--- config.mk ---
export PLATFORM = sky130hd
export DESIGN_NAME = charger_control_register_map
export DESIGN_NICKNAME = d
export VERILOG_FILES = /design/src/design/charger_pkg.sv /design/src/design/charger_control_register_map.sv /design/src/design/serial_target.sv
export VERILOG_INCLUDE_DIRS = /design/src /design/src/design
export SDC_FILE = /design/constraint.sdc
export NUM_CORES = 1
export LEC_CHECK = 0
export BUFFER_PORTS_ARGS = -buffer_cell sky130_fd_sc_hd__buf_4
export CORE_UTILIZATION = 50
export CTS_CLUSTER_DIAMETER = 50
export DETAILED_ROUTE_END_ITERATION = 12
export MAX_ROUTING_LAYER = met4
export PLACE_DENSITY = 0.69
export SLEW_MARGIN = 10
export SYNTH_ARGS = -nofsm -noshare
export SYNTH_HDL_FRONTEND = slang
export SYNTH_HIERARCHICAL = 1
export SYNTH_SLANG_ARGS = --single-unit
export TNS_END_PERCENT = 50
--- constraint.sdc ---
create_clock -name core_clk -period 2.5 [get_ports core_clk]
set_clock_uncertainty 0.2 [all_clocks]
set_input_delay 0.25 -clock core_clk [delete_from_list [all_inputs] [get_ports core_clk]]
set_output_delay 0.25 -clock core_clk [all_outputs]
set_load 0.05 [all_outputs]
--- src/design/charger_map.svh ---
// charger_map.svh: register offsets, fields, reset values and timing counts
// assumes inclusion by the register bank and the serial front end
`ifndef CHARGER_MAP_SVH
`define CHARGER_MAP_SVH

// register byte addresses
`define REG_STATUS_AND_TIMER        8'h00
`define REG_INPUT_LIMIT_CONFIG      8'h01
`define REG_FLOAT_VOLTAGE_SETTING   8'h02
`define REG_PART_IDENTIFICATION     8'h03
`define REG_PART_IDENTIFICATION_ALT 8'h3b
`define REG_CHARGE_CURRENT_SETTING  8'h04
`define REG_WEAK_SOURCE_CONFIG      8'h05
`define REG_MAX_LIMIT_LOCK          8'h06
`define REG_LIVE_CONDITION_FLAGS    8'h10

// reset values
`define RST_STATUS_ENABLE           1'b1
`define RST_INPUT_LIMIT_CONFIG      8'h30
`define RST_FLOAT_VOLTAGE_SETTING   8'h0a
`define RST_CHARGE_CURRENT_SETTING  8'h89
`define RST_WEAK_SOURCE_CONFIG      8'h24
`define RST_MAX_LIMIT_LOCK          8'h40

// field positions
`define BIT_WATCHDOG_RESTART        7
`define BIT_STAT_ENABLE             6
`define BIT_PARAM_RESET             7

// charge phase codes
`define PHASE_READY                 2'h0
`define PHASE_CHARGING              2'h1
`define PHASE_DONE                  2'h2
`define PHASE_FAULT                 2'h3

// serial slave address (7 bits), byte d6 with write bit
`define SLAVE_ADDRESS               7'h6b

// timing
`define CLK_HZ                      250000000
`define WATCHDOG_TIME_S             32
`define WATCHDOG_CYCLES             (64'(`WATCHDOG_TIME_S) * 64'(`CLK_HZ))
`define STAT_BLINK_TIME_NS          4000
`define CLK_PERIOD_NS               4
`define STAT_BLINK_CYCLES           (`STAT_BLINK_TIME_NS / `CLK_PERIOD_NS)

`endif

--- src/design/charger_pkg.sv ---
// charger_pkg: carrier types shared by the register bank and serial front end
// assumes no other package
`default_nettype none
package charger_pkg;
    typedef struct packed {
        logic       wr;
        logic       rd;
        logic [7:0] addr;
        logic [7:0] wdata;
    } reg_req_t;

    typedef struct packed {
        logic       host_supply_request_pin_level;
        logic [1:0] charge_phase;
        logic       boost_active;
        logic [2:0] fault_code;
        logic       special_charger_active;
        logic       disable_pin_level;
        logic [7:0] live_flags;
    } charger_status_t;

    typedef struct packed {
        logic [1:0] input_current_cap;
        logic [1:0] weak_battery_threshold;
        logic       end_of_charge_cutoff_enable;
        logic       charger_disable;
        logic       high_impedance;
        logic       boost_request;
        logic [7:0] float_voltage;
        logic [7:0] charge_current;
        logic [7:0] weak_source;
        logic [7:0] max_limit;
    } charger_ctrl_t;
endpackage : charger_pkg
`default_nettype wire

--- src/design/charger_control_register_map.sv ---
// charger_control_register_map: user register bank of a single-cell charger
// assumes analog loops supply live status and take the control struct
// Overview of operation
// - registers at 00..04, live at 10, id alias 3b
// - extended variant adds registers 05 and 06
// - writing 1 to bit 7 restarts watchdog
// - bit 7 reads supply request pin level
// - bit 6 gates status pin low while charging
// - bits 5:4 phase, bits 2:0 fault code
// - bit 3 reads one in boost mode
// - second register bits 7:6 set input cap
// - bits 5:4 pick weak battery threshold
// - bit 3 termination enable, bit 2 disable
// - second register resets to 30h
// - serial slave answers at address byte d6
`default_nettype none
`include "charger_map.svh"
module charger_control_register_map #(
    parameter bit          EXTENDED_VARIANT = 1'b1,
    parameter logic [7:0]  PART_ID          = 8'h5a,  // arbitrary value
    parameter logic [32:0] WATCHDOG_CYCLES  = 33'(`WATCHDOG_CYCLES)
) (
    input  wire logic                     core_clk,
    input  wire logic                     rst_n,
    input  wire logic                     scl_in,
    input  wire logic                     sda_in,
    output logic                          sda_oe,
    input  wire charger_pkg::charger_status_t status,
    output charger_pkg::charger_ctrl_t    ctrl,
    output logic                          stat_pull_low,
    output logic                          watchdog_expired
);
    charger_pkg::reg_req_t req;
    logic [7:0]  rd_data_r;
    logic        stat_enable_r;
    logic [7:0]  limit_r;
    logic [7:0]  float_r;
    logic [6:0]  current_r;
    logic [6:0]  weak_r;
    logic [6:0]  safety_r;
    logic [32:0] wd_count_r;
    logic [15:0] blink_count_r;
    logic        blink_r;
    logic        blink_tick;
    logic        param_reset;
    logic        wd_restart;

    serial_target u_serial (
        .core_clk (core_clk),
        .rst_n    (rst_n),
        .scl_in   (scl_in),
        .sda_in   (sda_in),
        .sda_oe   (sda_oe),
        .req      (req),
        .rd_data  (rd_data_r)
    );

    function automatic logic is_ext(input logic [7:0] a);
        return a == `REG_WEAK_SOURCE_CONFIG || a == `REG_MAX_LIMIT_LOCK;
    endfunction : is_ext

    function automatic logic wr_hit(input charger_pkg::reg_req_t r, input logic [7:0] a);
        return r.wr && r.addr == a && (EXTENDED_VARIANT || !is_ext(a));
    endfunction : wr_hit

    assign wd_restart  = wr_hit(req, `REG_STATUS_AND_TIMER)
                         && req.wdata[`BIT_WATCHDOG_RESTART];
    assign param_reset = wr_hit(req, `REG_CHARGE_CURRENT_SETTING)
                         && req.wdata[`BIT_PARAM_RESET];

    // read mux, zero for anything not implemented except bits 7 and 3 of register 04, which read one
    function automatic logic [7:0] read_value(input logic [7:0] a);
        logic [7:0] v;
        v = 8'h00;
        case (a)
            `REG_STATUS_AND_TIMER:        v = {status.host_supply_request_pin_level,
                                               stat_enable_r, status.charge_phase,
                                               status.boost_active,
                                               status.fault_code};
            `REG_INPUT_LIMIT_CONFIG:      v = limit_r;
            `REG_FLOAT_VOLTAGE_SETTING:   v = float_r;
            `REG_PART_IDENTIFICATION,
            `REG_PART_IDENTIFICATION_ALT: v = PART_ID;
            `REG_CHARGE_CURRENT_SETTING:  v = {1'b1, current_r[6:4], 1'b1, current_r[2:0]};
            `REG_WEAK_SOURCE_CONFIG:      v = EXTENDED_VARIANT ?
                                              {1'b0, weak_r[6:5], status.special_charger_active,
                                               status.disable_pin_level, weak_r[2:0]} : 8'h00;
            `REG_MAX_LIMIT_LOCK:          v = EXTENDED_VARIANT ? {1'b0, safety_r} : 8'h00;
            `REG_LIVE_CONDITION_FLAGS:    v = status.live_flags;
            default:                      v = 8'h00;
        endcase
        return v;
    endfunction : read_value

    always_ff @(posedge core_clk or negedge rst_n) begin
        if (!rst_n) begin
            rd_data_r <= 8'h00;
        end else if (req.rd) begin
            rd_data_r <= read_value(req.addr);
        end
    end

    always_ff @(posedge core_clk or negedge rst_n) begin
        if (!rst_n) begin
            stat_enable_r <= `RST_STATUS_ENABLE;
        end else if (wr_hit(req, `REG_STATUS_AND_TIMER)) begin
            stat_enable_r <= req.wdata[`BIT_STAT_ENABLE];
        end
    end

    // charge parameters; a parameter reset leaves the safety limits alone
    always_ff @(posedge core_clk or negedge rst_n) begin
        if (!rst_n) begin
            limit_r   <= `RST_INPUT_LIMIT_CONFIG;
            float_r   <= `RST_FLOAT_VOLTAGE_SETTING;
            current_r <= 7'(`RST_CHARGE_CURRENT_SETTING);
        end else if (param_reset) begin
            limit_r   <= `RST_INPUT_LIMIT_CONFIG;
            float_r   <= `RST_FLOAT_VOLTAGE_SETTING;
            current_r <= 7'(`RST_CHARGE_CURRENT_SETTING);
        end else begin
            if (wr_hit(req, `REG_INPUT_LIMIT_CONFIG)) begin
                limit_r <= req.wdata;
            end
            if (wr_hit(req, `REG_FLOAT_VOLTAGE_SETTING)) begin
                float_r <= req.wdata;
            end
            if (wr_hit(req, `REG_CHARGE_CURRENT_SETTING)) begin
                current_r <= req.wdata[6:0];
            end
        end
    end

    always_ff @(posedge core_clk or negedge rst_n) begin
        if (!rst_n) begin
            weak_r   <= 7'(`RST_WEAK_SOURCE_CONFIG);
            safety_r <= 7'(`RST_MAX_LIMIT_LOCK);
        end else begin
            if (wr_hit(req, `REG_WEAK_SOURCE_CONFIG)) begin
                weak_r <= req.wdata[6:0];
            end
            if (wr_hit(req, `REG_MAX_LIMIT_LOCK)) begin
                safety_r <= req.wdata[6:0];
            end
        end
    end

    // safety watchdog, restart wins over expiry
    always_ff @(posedge core_clk or negedge rst_n) begin
        if (!rst_n) begin
            wd_count_r       <= 33'h0;
            watchdog_expired <= 1'b0;
        end else if (wd_restart) begin
            wd_count_r       <= 33'h0;
            watchdog_expired <= 1'b0;
        end else if (wd_count_r >= WATCHDOG_CYCLES - 33'h1) begin
            watchdog_expired <= 1'b1;
        end else begin
            wd_count_r <= wd_count_r + 33'h1;
        end
    end

    // blink divider for fault signalling on the status pin
    assign blink_tick = (blink_count_r == 16'(`STAT_BLINK_CYCLES - 1));

    always_ff @(posedge core_clk or negedge rst_n) begin
        if (!rst_n) begin
            blink_count_r <= 16'h0000;
            blink_r       <= 1'b0;
        end else if (blink_tick) begin
            blink_count_r <= 16'h0000;
            blink_r       <= !blink_r;
        end else begin
            blink_count_r <= blink_count_r + 16'h0001;
        end
    end

    always_ff @(posedge core_clk or negedge rst_n) begin
        if (!rst_n) begin
            stat_pull_low <= 1'b0;
        end else begin
            stat_pull_low <= (stat_enable_r && status.charge_phase == `PHASE_CHARGING)
                             || (status.charge_phase == `PHASE_FAULT && blink_r);
        end
    end

    always_comb begin
        ctrl                             = '0;
        ctrl.input_current_cap           = limit_r[7:6];
        ctrl.weak_battery_threshold      = limit_r[5:4];
        ctrl.end_of_charge_cutoff_enable = limit_r[3];
        ctrl.charger_disable             = limit_r[2];
        ctrl.high_impedance              = limit_r[1];
        ctrl.boost_request               = limit_r[0];
        ctrl.float_voltage               = float_r;
        ctrl.charge_current              = {1'b0, current_r};
        ctrl.weak_source                 = {1'b0, weak_r};
        ctrl.max_limit                   = {1'b0, safety_r};
    end

    // helper for the reset value check
    logic limit_touched_r;
    always_ff @(posedge core_clk or negedge rst_n) begin
        if (!rst_n) begin
            limit_touched_r <= 1'b0;
        end else if (wr_hit(req, `REG_INPUT_LIMIT_CONFIG)) begin
            limit_touched_r <= 1'b1;
        end
    end
endmodule : charger_control_register_map
`default_nettype wire

--- src/design/serial_target.sv ---
// serial_target: two-wire slave front end, oversampled on core_clk
// assumes scl and sda inputs already synchronous to core_clk
`default_nettype none
`include "charger_map.svh"
module serial_target (
    input  wire logic                core_clk,
    input  wire logic                rst_n,
    input  wire logic                scl_in,
    input  wire logic                sda_in,
    output logic                     sda_oe,
    output charger_pkg::reg_req_t    req,
    input  wire logic [7:0]          rd_data
);
    typedef enum logic [2:0] {
        ST_IDLE = 3'b000,
        ST_DEV  = 3'b001,
        ST_PTR  = 3'b011,
        ST_WR   = 3'b010,
        ST_RD   = 3'b110
    } link_state_t;

    link_state_t state_r;
    logic        scl_r;
    logic        sda_r;
    logic [3:0]  cnt_r;
    logic [7:0]  sh_r;
    logic [7:0]  ptr_r;
    logic        start_ev;
    logic        stop_ev;
    logic        rise;
    logic        fall;
    logic        dev_match;

    assign start_ev  = scl_in && scl_r && sda_r && !sda_in;
    assign stop_ev   = scl_in && scl_r && !sda_r && sda_in;
    assign rise      = scl_in && !scl_r;
    assign fall      = !scl_in && scl_r;
    assign dev_match = (sh_r[7:1] == `SLAVE_ADDRESS);

    always_ff @(posedge core_clk or negedge rst_n) begin
        if (!rst_n) begin
            scl_r <= 1'b1;
            sda_r <= 1'b1;
        end else begin
            scl_r <= scl_in;
            sda_r <= sda_in;
        end
    end

    always_ff @(posedge core_clk or negedge rst_n) begin
        if (!rst_n) begin
            state_r <= ST_IDLE;
            cnt_r   <= 4'h0;
            sh_r    <= 8'h00;
            ptr_r   <= 8'h00;
        end else if (start_ev) begin
            state_r <= ST_DEV;
            cnt_r   <= 4'h0;
        end else if (stop_ev) begin
            state_r <= ST_IDLE;
        end else if (rise && state_r != ST_IDLE) begin
            if (cnt_r != 4'h8) begin
                sh_r  <= {sh_r[6:0], sda_in};
                cnt_r <= cnt_r + 4'h1;
            end else begin
                cnt_r <= 4'h0;
                case (state_r)
                    ST_DEV:  state_r <= !dev_match ? ST_IDLE : (sh_r[0] ? ST_RD : ST_PTR);
                    ST_PTR:  begin
                        state_r <= ST_WR;
                        ptr_r   <= sh_r;
                    end
                    ST_WR:   ptr_r <= ptr_r + 8'h01;
                    ST_RD:   begin
                        if (sda_in) begin
                            state_r <= ST_IDLE;
                        end
                        ptr_r <= ptr_r + 8'h01;
                    end
                    default: state_r <= ST_IDLE;
                endcase
            end
        end
    end

    // read request on the ack clock so data settle before the next fall
    always_ff @(posedge core_clk or negedge rst_n) begin
        if (!rst_n) begin
            req <= '0;
        end else begin
            req.wr    <= fall && state_r == ST_WR && cnt_r == 4'h8;
            req.wdata <= sh_r;
            req.rd    <= rise && cnt_r == 4'h8 && !start_ev && !stop_ev
                         && ((state_r == ST_DEV && dev_match && sh_r[0])
                             || (state_r == ST_RD && !sda_in));
            req.addr  <= (rise && state_r == ST_RD) ? ptr_r + 8'h01 : ptr_r;
        end
    end

    always_ff @(posedge core_clk or negedge rst_n) begin
        if (!rst_n) begin
            sda_oe <= 1'b0;
        end else if (start_ev || stop_ev) begin
            sda_oe <= 1'b0;
        end else if (fall) begin
            if (cnt_r == 4'h8) begin
                sda_oe <= (state_r == ST_DEV && dev_match)
                          || state_r == ST_PTR || state_r == ST_WR;
            end else if (state_r == ST_RD) begin
                sda_oe <= !rd_data[3'(4'h7 - cnt_r)];
            end else begin
                sda_oe <= 1'b0;
            end
        end
    end
endmodule : serial_target
`default_nettype wire

; After elaboration in Yosys (flattened, before gate mapping)
; Index checks and enable logic that the tools add are counted.
[classes]
addsub = 5
magnitude_cmp = 2
n_eq_ne = 23
muxes = 32
bitwise_logic = 3
reduce_logical = 57
[op_table]
columns = op, n
row1 = 33-bit 2-to-1 mux, 2
row2 = 8-bit case mux with 8 select lines, 1
row3 = 8-bit 2-to-1 mux, 5
row4 = "33-bit by 1-bit adder with 33-bit output, second input constant", 1
row5 = "33-bit greater-or-equal comparator, second input constant", 1
row6 = 1-bit logical AND, 28
row7 = "8-bit by 3-bit equality test with 1-bit output, second input constant", 3
row8 = 3-bit 2-to-1 mux, 7
row9 = "16-bit by 1-bit adder with 16-bit output, second input constant", 1
row10 = "16-bit by 10-bit equality test with 1-bit output, second input constant", 1
row11 = "8-bit by 2-bit equality test with 1-bit output, second input constant", 2
row12 = 16-bit 2-to-1 mux, 1
row13 = 4-bit 2-to-1 mux, 4
row14 = 8-bit case mux with 2 select lines, 1
row15 = 7-bit 2-to-1 mux, 2
row16 = 2-bit nonzero test, 7
row17 = 3-bit case mux with 4 select lines, 1
row18 = "8-bit by 1-bit adder with 8-bit output, second input constant", 1
row19 = "8-bit by 1-bit equality test with 1-bit output, second input constant", 1
row20 = "8-bit by 5-bit equality test with 1-bit output, second input constant", 1
row21 = "8-bit by 6-bit equality test with 1-bit output, second input constant", 1
row22 = 1-bit zero test, 8
row23 = 8-bit zero test, 1
row24 = 4-bit AND reduction, 2
row25 = 23 further kinds, 39
[word_totals]
regBits = 142
input_bits = 21
out_inout_bits = 43

; Depth between registers and ports, before layout
[depth]
word_depth = 8
ltp_mapped = 9
depth_no_buf = 7

; Cells and area by module
; Netlist, hierarchy kept.
[by_module_without_submodules]
columns = module, instances, cells_each, area_each_um2, seq_area_each_um2
row1 = charger_control_register_map, 1, 518, 5083.6, 2464.9
row2 = serial_target, 1, 181, 2053.2, 1103.6

; Worst setup path after synthesis
; Ideal clock, no wire load.
[synth_path]
path_kind = reg2reg
startpoint = register wd_count_r[21]
endpoint = register wd_count_r[7]
t_arrival_ns = 1.916
t_required_ns = 2.179
setup_slack_ns = 0.263
path_stages_with_launch = 9
path_buffers = 2
period_less_slack_ns = 2.237
cell_sequence = dfrtp_1 > buf_2 > or4b_4 > nor4b_4 > o211ai_4 > buf_6 > nand4_1 > xor2_1 > nor2_1
[synth_via]
elab_chain_len = 2
[synth_lines]
columns = item, line_no
row1 = start: declaration, charger_control_register_map.sv:41  ; logic [32:0] wd_count_r;
row2 = start signal: assignment, charger_control_register_map.sv:159  ; wd_count_r <= wd_count_r + 33'h1;
row3 = 33-bit greater-or-equal comparator, charger_control_register_map.sv:156  ; end else if (wd_count_r >= WATCHDOG_CYCLES - 33'h1) begin
row4 = 2-bit inequality test (no line), -
; No other way between the ends.
; A chain may end at the register's enable or synchronous reset.

; Final worst setup path
[layout_path]
startpoint = register wd_count_r[15]
endpoint = register wd_count_r[11]
; The elaborated chain is that of the path after synthesis.

==> key figures <==
Outcome
  • Outcome: completed

Floorplanning
  • Die outline width: 121.5 um
  • Die ar.: 14760 um^2
  • Die Y: 121.5 um
  • Cell row count: 43
  • I/O pin cnt: 64
  • Core area: 13880 um^2
  • Initial core utilization: 51.42%

STA
  • Fin. Hold Viols: 0
  • Final Max Slew Viols: 0
  • Maximum clock rate: 438.8 MHz
  • Slew margin rel.: 41.45%
  • Slew @ Worst Pin: 870.8 ps
  • RSZ-0062 raised after global routing: no
  • Post-route setup TNS: 0 ps
  • Fin crit period: 2279 ps
  • Final setup fails: 0
  • Crit share post-route: 91.15%

Setup path
  • CP endpoint kind: flop
  • Crit path launch type: flop
  • Worst-path cell chain: or4_4, o211ai_4, nand2_4, or4_4, a21oi_2
  • Crit path top cell by count: or4_4
  • Worst Path Buf+Inv: 0
  • CP delay by family, top: simple AND/OR/NAND/NOR gates
  • CP Max Fanout: 6
  • Arrival time worst endpoint: 2430 ps
  • Slowest CP cell: or4_4
  • Crit Path Category: flop to flop
  • Worst stage delay on the critical path: 550 ps
  • Req. time, crit path: 2650 ps

Synthesis
  • Post-synth EDFFs: 0
  • Ys async rst share: 100.0%
  • Seq/Total Area, Yosys: 50.00%
  • Cell count after synthesis: 699
  • Most common cell in the netlist: dfrtp_1
  • Top_reg_cell synth: dfrtp_1
  • Syn avg cell area: 10.21 um^2
  • Synth top cells by count: 130 x dfrtp_1, 75 x nor2_1, 62 x nand2_1
  • Cell accounting for the most synthesized area: dfrtp_1
  • Area contributors post-synth: dfrtp_1 46%, dfstp_2 4.4%, xor2_1 4.2%
  • Top cell type's share of synthesized area: 45.58%
  • Synth Register Bits: 142
  • Total of warnings raised by yosys: 6
  • Synth Cell Area: 7137 um^2
  • Post-synthesis cell type count: 72

CTS
  • Cts hold-fix bufs: 6
  • Root buf cell: clkbuf_16
  • Quantity of gates resized following cts: 0
  • Worst-path clk slew: 60 ps
  • Clock Path Buffers: 2
  • Total CTS buffers: 17
  • CTS tree: yes
  • CTS sink cnt: 142
  • H-tree Lvls: 4
  • Clock Latency Late Sink: 420 ps
  • Setup bufs post-CTS: 0

Global route
  • Number of global-route vias before repair: 5591
  • Initial antenna violation count: 0
  • Met3 Track Usage GR: 4.699%
  • All-Layer GR Usage: 26.20%
  • Global-route wire length before repair: 28600 um
  • Met2 GRT Util: 39.42%
  • Met1 usage: 34.13%
  • Remaining Overflow, GRT: 0
  • Largest net degree at the start of global routing: 61
  • GRT busiest layer: met2

Job
  • Max_cap viols: 0

Cells and area
  • Ant. Diodes: 0
  • Layout cell share with drive strength beyond 1: 23.62%
  • FILL cells: 1144
  • Finished Cell Area: 8566 um^2
  • Layout area overhead: 20.02%
  • Fin nets: 809

Detailed routing
  • First drt pass iteration count: 7
  • Initial drt markers: 616
  • Antenna-violating nets left: 0
  • Drt wl/cell: 17.75 um
  • DRC viols: 0
  • Via count: 5771
  • Total Wirelength: 17320 um
  • Via-to-Cell Ratio: 5.913

Placed design
  • Buffers on Ports: 60
  • DP Area: 7894 um^2
  • GPL Wtd Cong: 0.9455
  • Post-DP HPWL: 12440 um

Hold path
  • Hold Path Class: input pin to flop

Pwr
  • Power Dens Cells: 651.6 nW/um^2
  • Leakage power: 0.003938 uW
  • Peak VDD IR: 0.0004702 V
-- final timing paths --
check                          startpoint             end  slack (ps)  cells past startpoint
setup / recovery           wd_count_r[15]  wd_count_r[11]         220                      5
hold / removal                 status[16]    rd_data_r[7]          60                      4
setup reg to reg           wd_count_r[15]  wd_count_r[11]         220                      5
hold reg to reg                   blink_r         blink_r         270                      1
max in group asynchronous           rst_n      float_r[1]        1210                      3
min in group asynchronous           rst_n   wd_count_r[4]         180                      2
-- stage by stage --
step	instances	power (uW)	setup WS [ps]	utilization [%]	hold slack, ps
2_1_floorplan	701	2789	262.5	-	-245.6
3_3_place_gp	938	2977	267.7	56.87	70.14
3_5_place_dp	938	2996	216.8	56.87	81.85
4_1_cts	976	5605	207.4	61.71	48.39
5_1_grt	976	5751	91.94	61.71	67.43
6_report	976	5582	221.3	61.71	57.66
-- layer usage --
metal	wire, um	up-vias
li1	-	2677
met1	7536	2834
met2	8113	214
met3	1095	46
met4	578	0
met5	0	-
-- cells by family (layout without fill, tap and decap cells) --
| kind of cell | Yosys count | count (layout) | synth area share (%) |
|---|---|---|---|
| multiplexers | 34 | 34 | 5.978 |
| other | 1 | 3 | 0.05254 |
| XOR/XNOR | 49 | 49 | 6.013 |
| AO/OA/AOI/OAI | 113 | 113 | 10.78 |
| buffers and inverters | 49 | 144 | 3.541 |
| flip-flops | 142 | 142 | 50.00 |
| adder cells (fa/ha/maj) | 5 | 5 | 0.8766 |
| AND/OR/NAND/NOR | 306 | 306 | 22.76 |
-- state kept, by name, indices dropped and copies added, names as in the netlist --
| signal | flops |
|---|---|
| wd_count_r | 33 |
| current_r | 7 |
| rd_data_r | 8 |
| u_serial/sh_r | 8 |
| stat_enable_r | 1 |
| u_serial/ptr_r | 8 |
| u_serial/req | 18 |
| weak_r | 7 |
| watchdog_expired | 1 |
| blink_count_r | 16 |
| u_serial/state_r | 3 |
| limit_r | 8 |
| safety_r | 7 |
| u_serial/cnt_r | 4 |
| stat_pull_low | 1 |
| blink_r | 1 |
| u_serial/sda_r | 1 |
| float_r | 8 |
| u_serial/sda_oe | 1 |
| u_serial/scl_r | 1 |
-- layout make-up --
cell class / count / area [um^2] / share of cell area (%)
inverter: 16 / 60.06 / 0.7011
clock inverter: 15 / 186.4 / 2.176
clock buffer: 17 / 425.4 / 4.966
tap: 180 / 225.2 / 2.629
multi-input combinational: 510 / 3323 / 38.80
sequential: 142 / 3568 / 41.66
timing repair buffer: 96 / 777.0 / 9.071
-- cell usage in the layout (no fill, tap or decap), types with 5 or more instances in the layout --
| master | n |
|---|---|
| xor2_1 | 34 |
| xnor2_1 | 15 |
| mux2i_1 | 7 |
| and3_1 | 18 |
| nor2_1 | 75 |
| nand4_1 | 18 |
| mux2_2 | 17 |
| a211oi_1 | 6 |
| o21ai_0 | 11 |
| a31oi_1 | 9 |
| clkbuf_16 | 17 |
| nor3_1 | 9 |
| mux2_4 | 8 |
| a21oi_1 | 31 |
| buf_4 | 86 |
| ha_1 | 5 |
| o22ai_1 | 11 |
| nor2b_1 | 5 |
| dlygate4sd3_1 | 6 |
| nand3_1 | 57 |
| nand2b_1 | 5 |
| inv_1 | 16 |
| or3_1 | 8 |
| dfstp_2 | 12 |
| nor4_1 | 6 |
| a22oi_1 | 12 |
| nand2_1 | 62 |
| dfrtp_1 | 130 |
-- where the power goes --
part	internal, uW	switching, uW
clock	1580	1030
combinational	188	156
sequential	2410	216
total	4180	1400
-- worst register-to-register path: stages (launching register included) --
cell	delay, ps
dfrtp_1	420
or4_4	550
o211ai_4	300
nand2_4	110
or4_4	490
a21oi_2	140
Note: power is estimated with default switching activity, not from simulation.
